==> src/verilog/lmbfc_pkg.sv <==
package lmbfc_pkg;

    // register addresses (7-bit command address field)
    localparam logic [6:0] ADDR_CONFIG = 7'h04;
    localparam logic [6:0] ADDR_FONT = 7'h05;
    localparam logic [6:0] ADDR_PLANE0 = 7'h20;
    localparam logic [6:0] ADDR_PLANE1 = 7'h40;
    localparam logic [6:0] ADDR_BOTH = 7'h60;
    localparam logic [6:0] ADDR_DIGIT_MASK = 7'h7C;

    // configuration register fields
    localparam int CFG_SHDN_BIT = 0;
    localparam int CFG_RATE_BIT = 2;
    localparam int CFG_BLINK_EN_BIT = 3;
    localparam int CFG_SYNC_BIT = 4;
    localparam int CFG_CLEAR_BIT = 5;
    localparam int CFG_PHASE_BIT = 7;
    localparam logic [7:0] CFG_STORED_MASK = 8'h3D;

    // reset and clear values
    localparam logic [7:0] CFG_RESET = 8'h00;
    localparam logic [7:0] DIGIT_RESET = 8'h20;
    localparam logic [7:0] DIGIT_CLEAR = 8'h00;
    localparam logic [7:0] FONT_PTR_BASE = 8'h80;
    localparam logic [7:0] FONT_PTR_LAST = 8'hF7;

    // font and frame geometry
    localparam int FONT_ENTRIES = 120;
    localparam int FONT_COLS = 5;
    localparam int USER_CHARS = 24;
    localparam int DIGITS = 4;
    localparam logic [4:0] FRAME_BITS = 5'd16;

    // timing, counted in multiplex clock ticks
    localparam int SCAN_DIV = 5600;
    localparam int SCAN_SLOT = SCAN_DIV / (DIGITS * FONT_COLS);
    localparam int OSC_NOM_KHZ = 4000;
    localparam int BLINK_SLOW_MS = 1000;
    localparam int BLINK_FAST_MS = 500;
    localparam int BLINK_SLOW_TICKS = BLINK_SLOW_MS * OSC_NOM_KHZ;
    localparam int BLINK_FAST_TICKS = BLINK_FAST_MS * OSC_NOM_KHZ;

    typedef struct packed {
        logic [DIGITS-1:0][7:0] code;
        logic [1:0] digit;
        logic [2:0] col;
        logic [6:0] column;
        logic lit;
    } lmbfc_disp_type;

endpackage

==> src/verilog/lmbfc_top.sv <==
`timescale 1ns/1ns
// Overview of operation
// - blink-rate bit 0 shows first plane 1 s, second plane 1 s at 4 MHz.
// - global blink-enable bit disables blink at 0, enables it at 1.
// - with blink on, segment follows first plane then second plane per half.
// - sync bit written 1 resets blink counters at chip select rise.
// - clear bit written 1 clears both digit planes at chip select rise.
// - config read bit 7 is 1 in first-plane phase, 0 in second.
// - lowest character codes, with bit 7 ignored, select 24 user characters in order, rest show blank columns.
// - user font is 120 seven-bit entries, five per character.
// - font entries reached only through register 0x05 via write-only pointer.
// - font register read returns the entry at the pointer.
// - font write with MSB set loads pointer, else stores seven-bit data.
// - pointer increments after every font data read or write.
// - access at pointer 0xF7 wraps pointer to 0x80.
// - pointer load of 0xF8 to 0xFF sets pointer to 0x80.
// - scan rate is mux clock divided by 5600; blink also timed by it.
// - daisy chain: serial out feeds next input, but select rise applies a frame only after exactly 16 clocks, so chained frames are not applied.
// - unused font locations act as seven-bit scratch storage.
// - writes accepted in shutdown; test overrides shutdown; bit 0 high runs.
// - blink pin high in first-plane phase, low in second, as readback.
// - font pointer holds 0x80 after reset.
module lmbfc_top
    import lmbfc_pkg::*;
#(
    parameter int unsigned BLINK_SLOW_HALF = BLINK_SLOW_TICKS,
    parameter int unsigned BLINK_FAST_HALF = BLINK_FAST_TICKS
) (
    input wire logic i_ref_clk,
    input wire logic i_arst_n,
    input wire logic i_clk_en,
    input wire logic i_cs_n,
    input wire logic i_sclk,
    input wire logic i_din,
    input wire logic i_mux_clock_in,
    input wire logic i_disp_test,
    output logic o_dout,
    output logic o_blink,
    output lmbfc_disp_type o_disp
);

    typedef struct packed {
        logic cs_s1;
        logic cs_s2;
        logic cs_d;
        logic sclk_s1;
        logic sclk_s2;
        logic sclk_d;
        logic din_s1;
        logic din_s2;
        logic osc_s1;
        logic osc_s2;
        logic osc_d;
        logic test_s1;
        logic test_s2;
        logic [15:0] shreg;
        logic [4:0] bitcnt;
        logic dout;
        logic [7:0] cfg;
        logic [7:0] ptr;
        logic [FONT_ENTRIES-1:0][6:0] font;
        logic [DIGITS-1:0][7:0] first_plane;
        logic [DIGITS-1:0][7:0] second_plane;
        logic [12:0] scan_cnt;
        logic [31:0] blink_cnt;
        logic phase;
        lmbfc_disp_type disp;
    } lmbfc_state_type;

    localparam lmbfc_state_type STATE_RESET = '{
        cs_s1: 1'b1,
        cs_s2: 1'b1,
        cs_d: 1'b1,
        sclk_s1: 1'b0,
        sclk_s2: 1'b0,
        sclk_d: 1'b0,
        din_s1: 1'b0,
        din_s2: 1'b0,
        osc_s1: 1'b0,
        osc_s2: 1'b0,
        osc_d: 1'b0,
        test_s1: 1'b0,
        test_s2: 1'b0,
        shreg: 16'h0000,
        bitcnt: 5'h00,
        dout: 1'b0,
        cfg: CFG_RESET,
        ptr: FONT_PTR_BASE,
        font: '0,
        first_plane: {DIGITS{DIGIT_RESET}},
        second_plane: {DIGITS{DIGIT_RESET}},
        scan_cnt: 13'h0000,
        blink_cnt: 32'h00000000,
        phase: 1'b1,
        disp: '0
    };

    lmbfc_state_type state_r;
    lmbfc_state_type state_nxt;

    // pointer advance with wrap after the last user location
    function automatic logic [7:0] ptr_step(input logic [7:0] p);
        return (p == FONT_PTR_LAST) ? FONT_PTR_BASE : p + 8'h01;
    endfunction

    // digit register family match: low two address bits pick the digit
    function automatic logic in_family(input logic [6:0] a, input logic [6:0] base);
        return (a & ADDR_DIGIT_MASK) == base;
    endfunction

    // user character decode: codes 0..23 are RAM characters
    function automatic logic is_user_char(input logic [7:0] code);
        return (code[6:5] == 2'b00) && (code[4:0] < 5'(USER_CHARS));
    endfunction

    // shown segment bits: first plane alone unless blink is enabled
    function automatic logic [7:0] mix_planes(
        input logic [7:0] p0,
        input logic [7:0] p1,
        input logic en,
        input logic ph
    );
        return en ? (ph ? p0 : p1) : p0;
    endfunction

    logic cs_rise;
    logic cs_fall;
    logic sclk_rise;
    logic sclk_fall;
    logic osc_tick;
    logic cmd_read;
    logic [6:0] cmd_addr;
    logic [7:0] cmd_data;
    logic [7:0] rd_data;
    logic [6:0] font_idx;
    logic [31:0] blink_half;
    logic [4:0] slot;
    logic [7:0] scan_code;
    logic [6:0] char_idx;
    logic [9:0] user_idx;

    always_comb begin
        state_nxt = state_r;
        cs_rise = state_r.cs_s2 && !state_r.cs_d;
        cs_fall = !state_r.cs_s2 && state_r.cs_d;
        sclk_rise = state_r.sclk_s2 && !state_r.sclk_d;
        sclk_fall = !state_r.sclk_s2 && state_r.sclk_d;
        osc_tick = state_r.osc_s2 && !state_r.osc_d;
        cmd_read = state_r.shreg[15];
        cmd_addr = state_r.shreg[14:8];
        cmd_data = state_r.shreg[7:0];
        font_idx = state_r.ptr[6:0];
        rd_data = 8'h00;
        blink_half = state_r.cfg[CFG_RATE_BIT] ? 32'(BLINK_FAST_HALF) : 32'(BLINK_SLOW_HALF);
        slot = 5'(state_r.scan_cnt / 13'(SCAN_SLOT));
        scan_code = 8'h00;
        char_idx = 7'h00;
        user_idx = 10'h000;

        // pin synchronisers
        state_nxt.cs_s1 = i_cs_n;
        state_nxt.cs_s2 = state_r.cs_s1;
        state_nxt.cs_d = state_r.cs_s2;
        state_nxt.sclk_s1 = i_sclk;
        state_nxt.sclk_s2 = state_r.sclk_s1;
        state_nxt.sclk_d = state_r.sclk_s2;
        state_nxt.din_s1 = i_din;
        state_nxt.din_s2 = state_r.din_s1;
        state_nxt.osc_s1 = i_mux_clock_in;
        state_nxt.osc_s2 = state_r.osc_s1;
        state_nxt.osc_d = state_r.osc_s2;
        state_nxt.test_s1 = i_disp_test;
        state_nxt.test_s2 = state_r.test_s1;

        // serial shift path, also the daisy-chain delay line
        if (cs_fall) begin
            state_nxt.bitcnt = 5'h00;
        end
        if (!state_r.cs_s2 && sclk_rise) begin
            state_nxt.shreg = {state_r.shreg[14:0], state_r.din_s2};
            if (state_r.bitcnt != 5'h1F) begin
                state_nxt.bitcnt = state_r.bitcnt + 5'h01;
            end
        end
        if (!state_r.cs_s2 && sclk_fall) begin
            state_nxt.dout = state_r.shreg[15];
        end

        // multiplex clock timing
        if (osc_tick) begin
            if (state_r.scan_cnt == 13'(SCAN_DIV - 1)) begin
                state_nxt.scan_cnt = 13'h0000;
            end else begin
                state_nxt.scan_cnt = state_r.scan_cnt + 13'h0001;
            end
            if (state_r.blink_cnt >= blink_half - 32'h00000001) begin
                state_nxt.blink_cnt = 32'h00000000;
                state_nxt.phase = !state_r.phase;
            end else begin
                state_nxt.blink_cnt = state_r.blink_cnt + 32'h00000001;
            end
        end

        // frame end: only a whole 16-bit frame acts
        if (cs_rise && state_r.bitcnt == FRAME_BITS) begin
            if (cmd_read) begin
                if (cmd_addr == ADDR_CONFIG) begin
                    rd_data = (state_r.cfg & CFG_STORED_MASK)
                        | {state_r.phase, 7'h00};
                end else if (cmd_addr == ADDR_FONT) begin
                    rd_data = {1'b0, state_r.font[font_idx]};
                    state_nxt.ptr = ptr_step(state_r.ptr);
                end else if (in_family(cmd_addr, ADDR_PLANE0)) begin
                    rd_data = state_r.first_plane[cmd_addr[1:0]];
                end else if (in_family(cmd_addr, ADDR_PLANE1)) begin
                    rd_data = state_r.second_plane[cmd_addr[1:0]];
                end
                state_nxt.shreg = {state_r.shreg[15:8], rd_data};
            end else if (cmd_addr == ADDR_CONFIG) begin
                state_nxt.cfg = cmd_data & CFG_STORED_MASK;
                if (cmd_data[CFG_SYNC_BIT]) begin
                    state_nxt.blink_cnt = 32'h00000000;
                    state_nxt.scan_cnt = 13'h0000;
                    state_nxt.phase = 1'b1;
                end
                if (cmd_data[CFG_CLEAR_BIT]) begin
                    state_nxt.first_plane = {DIGITS{DIGIT_CLEAR}};
                    state_nxt.second_plane = {DIGITS{DIGIT_CLEAR}};
                end
            end else if (cmd_addr == ADDR_FONT) begin
                if (cmd_data[7]) begin
                    if (cmd_data > FONT_PTR_LAST) begin
                        state_nxt.ptr = FONT_PTR_BASE;
                    end else begin
                        state_nxt.ptr = cmd_data;
                    end
                end else begin
                    state_nxt.font[font_idx] = cmd_data[6:0];
                    state_nxt.ptr = ptr_step(state_r.ptr);
                end
            end else if (in_family(cmd_addr, ADDR_PLANE0)) begin
                state_nxt.first_plane[cmd_addr[1:0]] = cmd_data;
            end else if (in_family(cmd_addr, ADDR_PLANE1)) begin
                state_nxt.second_plane[cmd_addr[1:0]] = cmd_data;
            end else if (in_family(cmd_addr, ADDR_BOTH)) begin
                state_nxt.first_plane[cmd_addr[1:0]] = cmd_data;
                state_nxt.second_plane[cmd_addr[1:0]] = cmd_data;
            end
        end

        // display drive, blanked in shutdown unless test is on
        state_nxt.disp.lit = state_r.cfg[CFG_SHDN_BIT] || state_r.test_s2;
        for (int d = 0; d < DIGITS; d++) begin
            state_nxt.disp.code[d] = state_nxt.disp.lit
                ? mix_planes(state_r.first_plane[d], state_r.second_plane[d],
                    state_r.cfg[CFG_BLINK_EN_BIT], state_r.phase)
                : 8'h00;
        end
        state_nxt.disp.digit = 2'(slot / 5'(FONT_COLS));
        state_nxt.disp.col = 3'(slot % 5'(FONT_COLS));
        scan_code = state_r.disp.code[state_r.disp.digit];
        user_idx = 10'(scan_code[4:0]) * 10'(FONT_COLS) + 10'(state_r.disp.col);
        char_idx = user_idx[6:0];
        if (state_r.disp.lit && is_user_char(scan_code) && state_r.disp.col < 3'(FONT_COLS)) begin
            state_nxt.disp.column = state_r.font[char_idx];
        end else begin
            state_nxt.disp.column = 7'h00;
        end
    end

    always_ff @(posedge i_ref_clk or negedge i_arst_n) begin
        if (!i_arst_n) begin
            state_r <= STATE_RESET;
        end else if (i_clk_en) begin
            state_r <= state_nxt;
        end
    end

    assign o_dout = state_r.dout;
    assign o_blink = state_r.phase;
    assign o_disp = state_r.disp;

endmodule
==> config.mk <==
export PLATFORM = sky130hd
export DESIGN_NAME = lmbfc_top
export DESIGN_NICKNAME = d
export VERILOG_FILES = /design/src/verilog/lmbfc_pkg.sv /design/src/verilog/lmbfc_top.sv
export SDC_FILE = /design/constraint.sdc
export NUM_CORES = 2
export LEC_CHECK = 0
export ABC_AREA = 1
export BUFFER_PORTS_ARGS = -buffer_cell sky130_fd_sc_hd__buf_2
export CAP_MARGIN = 20
export CORE_MARGIN = 1
export CORE_UTILIZATION = 32
export CTS_CLUSTER_SIZE = 10
export DETAILED_ROUTE_END_ITERATION = 16
export PLACE_DENSITY_LB_ADDON = 0.25
export SLEW_MARGIN = 20
export SYNTH_ARGS = -nofsm -noshare
export SYNTH_HDL_FRONTEND = slang
export SYNTH_SLANG_ARGS = --single-unit
==> constraint.sdc <==
create_clock -name i_ref_clk -period 4.4 [get_ports i_ref_clk]
set_input_delay 0.22 -clock i_ref_clk [delete_from_list [all_inputs] [get_ports i_ref_clk]]
set_output_delay 0.22 -clock i_ref_clk [all_outputs]
set_load 0.005 [all_outputs]
# Word level (Yosys, flattened, before mapping)
# Index checks and enable logic that the tools add are counted.
# word_totals
ff_bits	1043
input_bits	8
out_inout_bits	47
wordCells	291
# op_classes
addsub	6
mul	1
div	3
order_cmp	10
n_eq_ne	14
mux	65
bitwise	4
n_reduce_logical	30
# op_table
operator	n
$mux 848	2
$bwmux 840	1
$mux 840	1
$mux 64	4
$mux 46	5
$mux 8	24
$mux 32	5
$bmux 7 s7	2
$bwmux 32	2
$demux 7 s7	1
$bmux 8 s2	3
$mux 7	6
$add 32x1->32 const B	1
$ge 32x32->1	1
$mux 16	2
$sub 22x1->23 const B	1
$mux 22	1
$mux 21	1
$demux 8 s2	1
$lt 7x8->1 const B	2
$eq 5x5->1 const B	3
$eq 7x3->1 const B	2
$reduce_and 7->1	2
$add 13x1->13 const B	1
32 further kinds	59

# Depth between registers and ports, before layout
# depth
word_depth	10
depth_mapped	44
depth_no_buf	43

# Least setup slack after synthesis
# OpenSTA, ideal clock, no wires.
# synth_path
kind	flip-flop to flip-flop
start	reg state_r (netlist bit o_disp[11])
end	reg state_r (netlist bit o_disp[6])
setup_ns	0.125
arrival_ns	3.895
required_ns	4.275
slack_ns	0.380
stages_incl_launch_ff	20
path_buffers	5
period_less_slack_ns	4.020
cell_sequence	dfrtp_1 clkbuf_1 inv_1 clkbuf_1 o21ai_0 o22ai_1 ha_1 ha_1 inv_1 fa_1 clkbuf_1 buf_1 clkbuf_1 o221ai_1 nand3_1 nand3_1 nand3_1 nand2_1 o221ai_1 nand2_1
# synth_via
elab_chain_cells	7
word_cells_on_any_way	12
classes_between	add/sub (1); mul (1); order compare (1); mux (5); reduce/logical (4)
# synth_rtl
element	line_no	text
start, declared	lmbfc_top.sv:98	lmbfc_state_type state_r;
start signal, assigned	lmbfc_top.sv:275	state_r <= state_nxt;
$bmux 8 s2 *	lmbfc_top.sv:261	scan_code = state_r.disp.code[state_r.disp.digit];
$mux 7 (not written as such) *	lmbfc_top.sv:261	
$mul 5x3->7 (tied with other cells)	lmbfc_top.sv:262	user_idx = 10'(scan_code[4:0]) * 10'(FONT_COLS) + 10'(state_r.disp.col);
$add 7x3->7 / $logic_and 1x1->1 (equally long branches)	lmbfc_top.sv:262, lmbfc_top.sv:113	
$bmux 7 s7 / $logic_and 1x1->1 (equally long branches)	lmbfc_top.sv:265, lmbfc_top.sv:264	
$mux 7 (not written as such) / $logic_and 1x1->1 (equally long branches)	lmbfc_top.sv:265, lmbfc_top.sv:264	
$mux 7 *	lmbfc_top.sv:264	if (state_r.disp.lit && is_user_char(scan_code) && state_r.disp.col < 3'(FONT_COLS)) begin
# Mark *: on every way between the ends. The rest lies on a longest branch, timed or not. The select of a mux whose other input is x is not followed.
# A chain may end at the register's enable or synchronous reset.

# Worst setup path after layout
# layout_path
start	reg state_r (netlist bit o_disp[11])
end	reg state_r (netlist bit o_disp[1])
# The elaborated chain is that of the path after synthesis.

==> qor.txt <==
Status - finished clean
Crit Path Category - register to register
Met2 Use GR - 0.3927
GR Layer Usage met3 - 0.05662
# fillers - 17,460
Unrepaired setup endpoints after global routing - yes
Endpoints failing setup - 0
Fmax achieved - 229.5 MHz
Number of H-tree levels - 3
Final wirelength - 233,100 µm
Hpwl dp - 152,400 µm
Area contributors post-synth - dfrtp_1 47%, nand2_1 12%, o21ai_0 12%
Share of cells above drive strength 1 - 0.1001
Placed cell areas - 58,590 µm²
Worst slew pin tran - 1.210 ns
DIE HEIGHT - 415.4 µm
HP Class - input pin to asynchronous set/reset pin
Die Footprint - 172,600 µm²
Library cells used by synthesis - 60
TNS Setup - 0 ns
LEAKAGE - 25.68 nW
Initial core utilization - 0.3228
Global routing usage on met1 - 0.3654
Total GRT Usage - 0.2624
Min Hold Slack - 0.1381 ns
Dpl cells - 8,906
Vias in the first global route - 49,300
Final nets - 6,891
Tmin final - 4.357 ns
Post-Syn Area - 54,700 µm²
Routed len/inst - 25.53 µm
Clock transition at path regs - 0.06 ns
Max VDD drop - 1.209 mV
Row cnt - 151
GR peak layer - met2
DR DRC count - 0
Syn_nets - 6,962
Largest area contributor in the netlist - dfrtp_1
IO Count - 55
Endpoint type of the worst setup path - register
Core Box Area - 169,500 µm²
Pre-antenna DRT Iters - 7
Worst EP arrival - 5.09 ns
Most frequent cell after synthesis - nand2_1
Synth Flop Type - dfrtp_1
EDFF count, synth - 0
Initial antenna violation count - 10
Global route overflow - 0
#FFs+latches synth - 1,043
Worst clock skew - 0.04980 ns
Clk root buf - clkbuf_16
Via count - 53,210
Die Span X - 415.4 µm
Worst Path Required - 5.13 ns
Routed Antenna Nets - 0
CTS tree - built
Slew Limit Fails - 0
Final GP Congestion - 0.9304
Critical-path maximum fanout - 14
Sequential cell area fraction in the yosys report - 0.4774
Final hold violations - 0
Post-route cell area - 62,620 µm²
Via/cell ratio - 5.827
P&R area growth vs syn - 14.48%
Final Cycle Share - 0.9903
Synth Area per Inst - 7.905 µm²
Non-filler instance count after layout - 9,131
Syn Inst Count - 6,920
MaxCap Viol Count - 0
Asr flop ratio synth - 1.000
Startpoint types - register
CTS sink cnt - 1,043
CTS Buf Count - 121
Iteration-0 DRC Markers - 7,032
Yosys warns - 0
Pwr/cell area - 858.2 nW/µm²
Clock buffer depth - 3
Worst skew pair latency - 0.79 ns
PortBufs - 54
Slew margin rel. - 0.1906
First-pass GRT wire length - 343,000 µm
Top cells by count, synth - 1,741 x nand2_1, 1,276 x o21ai_0, 1,030 x dfrtp_1
Largest net degree at the start of global routing - 123
Post-synth top area share - 0.4712
what timing repair did:
action	in CTS	in global routing
setup buffers	0	28
pin swaps	0	38
setup endpoints to repair	3	10
hold buffers	7	0
resized for setup	2	52
endpoints found under the hold margin	74	0
gates cloned	0	2
registers in the layout, indices dropped and copies added, names as in the netlist:
| register | flops |
|---|---|
| o_blink | 1 |
| state_r | 965 |
| cmd_data | 8 |
| state_nxt | 8 |
| o_disp | 45 |
| cmd_read | 1 |
| o_dout | 1 |
| font_idx | 7 |
| cmd_addr | 7 |
power by group:
part / leakage (nW) / switching [mW] / total (mW) / internal (mW)
clock network: 1.71 / 4.18 / 9.43 / 5.26
registers: 14.2 / 0.324 / 10.2 / 9.83
logic: 9.77 / 23.2 / 34.2 / 10.9
total: 25.7 / 27.7 / 53.7 / 26.0
layout by cell type (no fill, tap or decap), types with 123 or more instances in the layout:
master,n
inv_1,381
a21oi_1,322
a221oi_1,167
buf_4,279
nand3_1,303
dfrtp_1,1028
nand2_1,1732
clkbuf_16,123
o21ai_0,1271
nor2_1,258
final timing paths:
check	from	endpoint	slack, ns	cells past startpoint
max in group asynchronous	i_arst_n	state_r[761]	2.99	3
min in group i_ref_clk	i_mux_clock_in	state_nxt[1036]	0.21	4
hold / removal	i_arst_n	state_r[52]	0.14	2
hold reg to reg	state_nxt[1044]	state_nxt[1044]	0.48	2
setup / recovery	o_disp[11]	o_disp[1]	0.04	17
setup reg to reg	o_disp[11]	o_disp[1]	0.04	17
metrics by stage:
stage | total power [mW] | utilization | setup WS [ns]
finish | 53.74 | 0.3695 | 0.04267
global route | 55.58 | 0.3695 | -0.2158
CTS | 52.25 | 0.3669 | 0.002917
detailed placement | 42.65 | 0.3457 | -0.2037
global placement | 42.63 | 0.3457 | -0.1463
floorplan | 26.38 | - | 0.3797
critical path, cell delays in order, from the launching register on:
cell and delay (ns):
dfrtp_1 0.38, buf_4 0.19, o21ai_1 0.17, o22ai_2 0.13, ha_1 0.31, ha_1 0.29
inv_1 0.08, fa_4 0.71, buf_8 0.20, buf_12 0.15, buf_4 0.14, a221oi_1 0.23
a311oi_1 0.11, a311oi_1 0.65, o32ai_1 0.18, buf_4 0.17, nand2_1 0.06, a32o_1 0.15
cell families (layout without fill, tap and decap cells):
group	after synthesis	in the layout	share of synthesized area
xor+xnor	19	19	0.003042
compound gates	2308	2308	0.2491
flops	1043	1043	0.4774
mux	2	2	0.0003660
fa+ha+maj	34	34	0.007914
buf+inv	1015	1006	0.07292
simple gates	2499	2500	0.1892
other cells	0	1	0
layer usage:
layer / up-vias / wire length (µm)
met5: - / 46
met4: 8 / 10230
met3: 546 / 22950
met2: 2861 / 101400
met1: 26050 / 98420
li1: 23740 / -
area by class of cell:
cell class,instances,area (µm²),share of cell area
clock inverter,10,107.6,0.001718
tap,2218,2775,0.04432
timing repair buffer,404,3694,0.05898
clock buffer,176,3406,0.05439
inverter,416,1597,0.02549
sequential,1043,26120,0.4171
antenna,1,2.502,0.00003996
multi-input combinational,4863,24920,0.3980
Note: power is estimated with default switching activity, not from simulation.
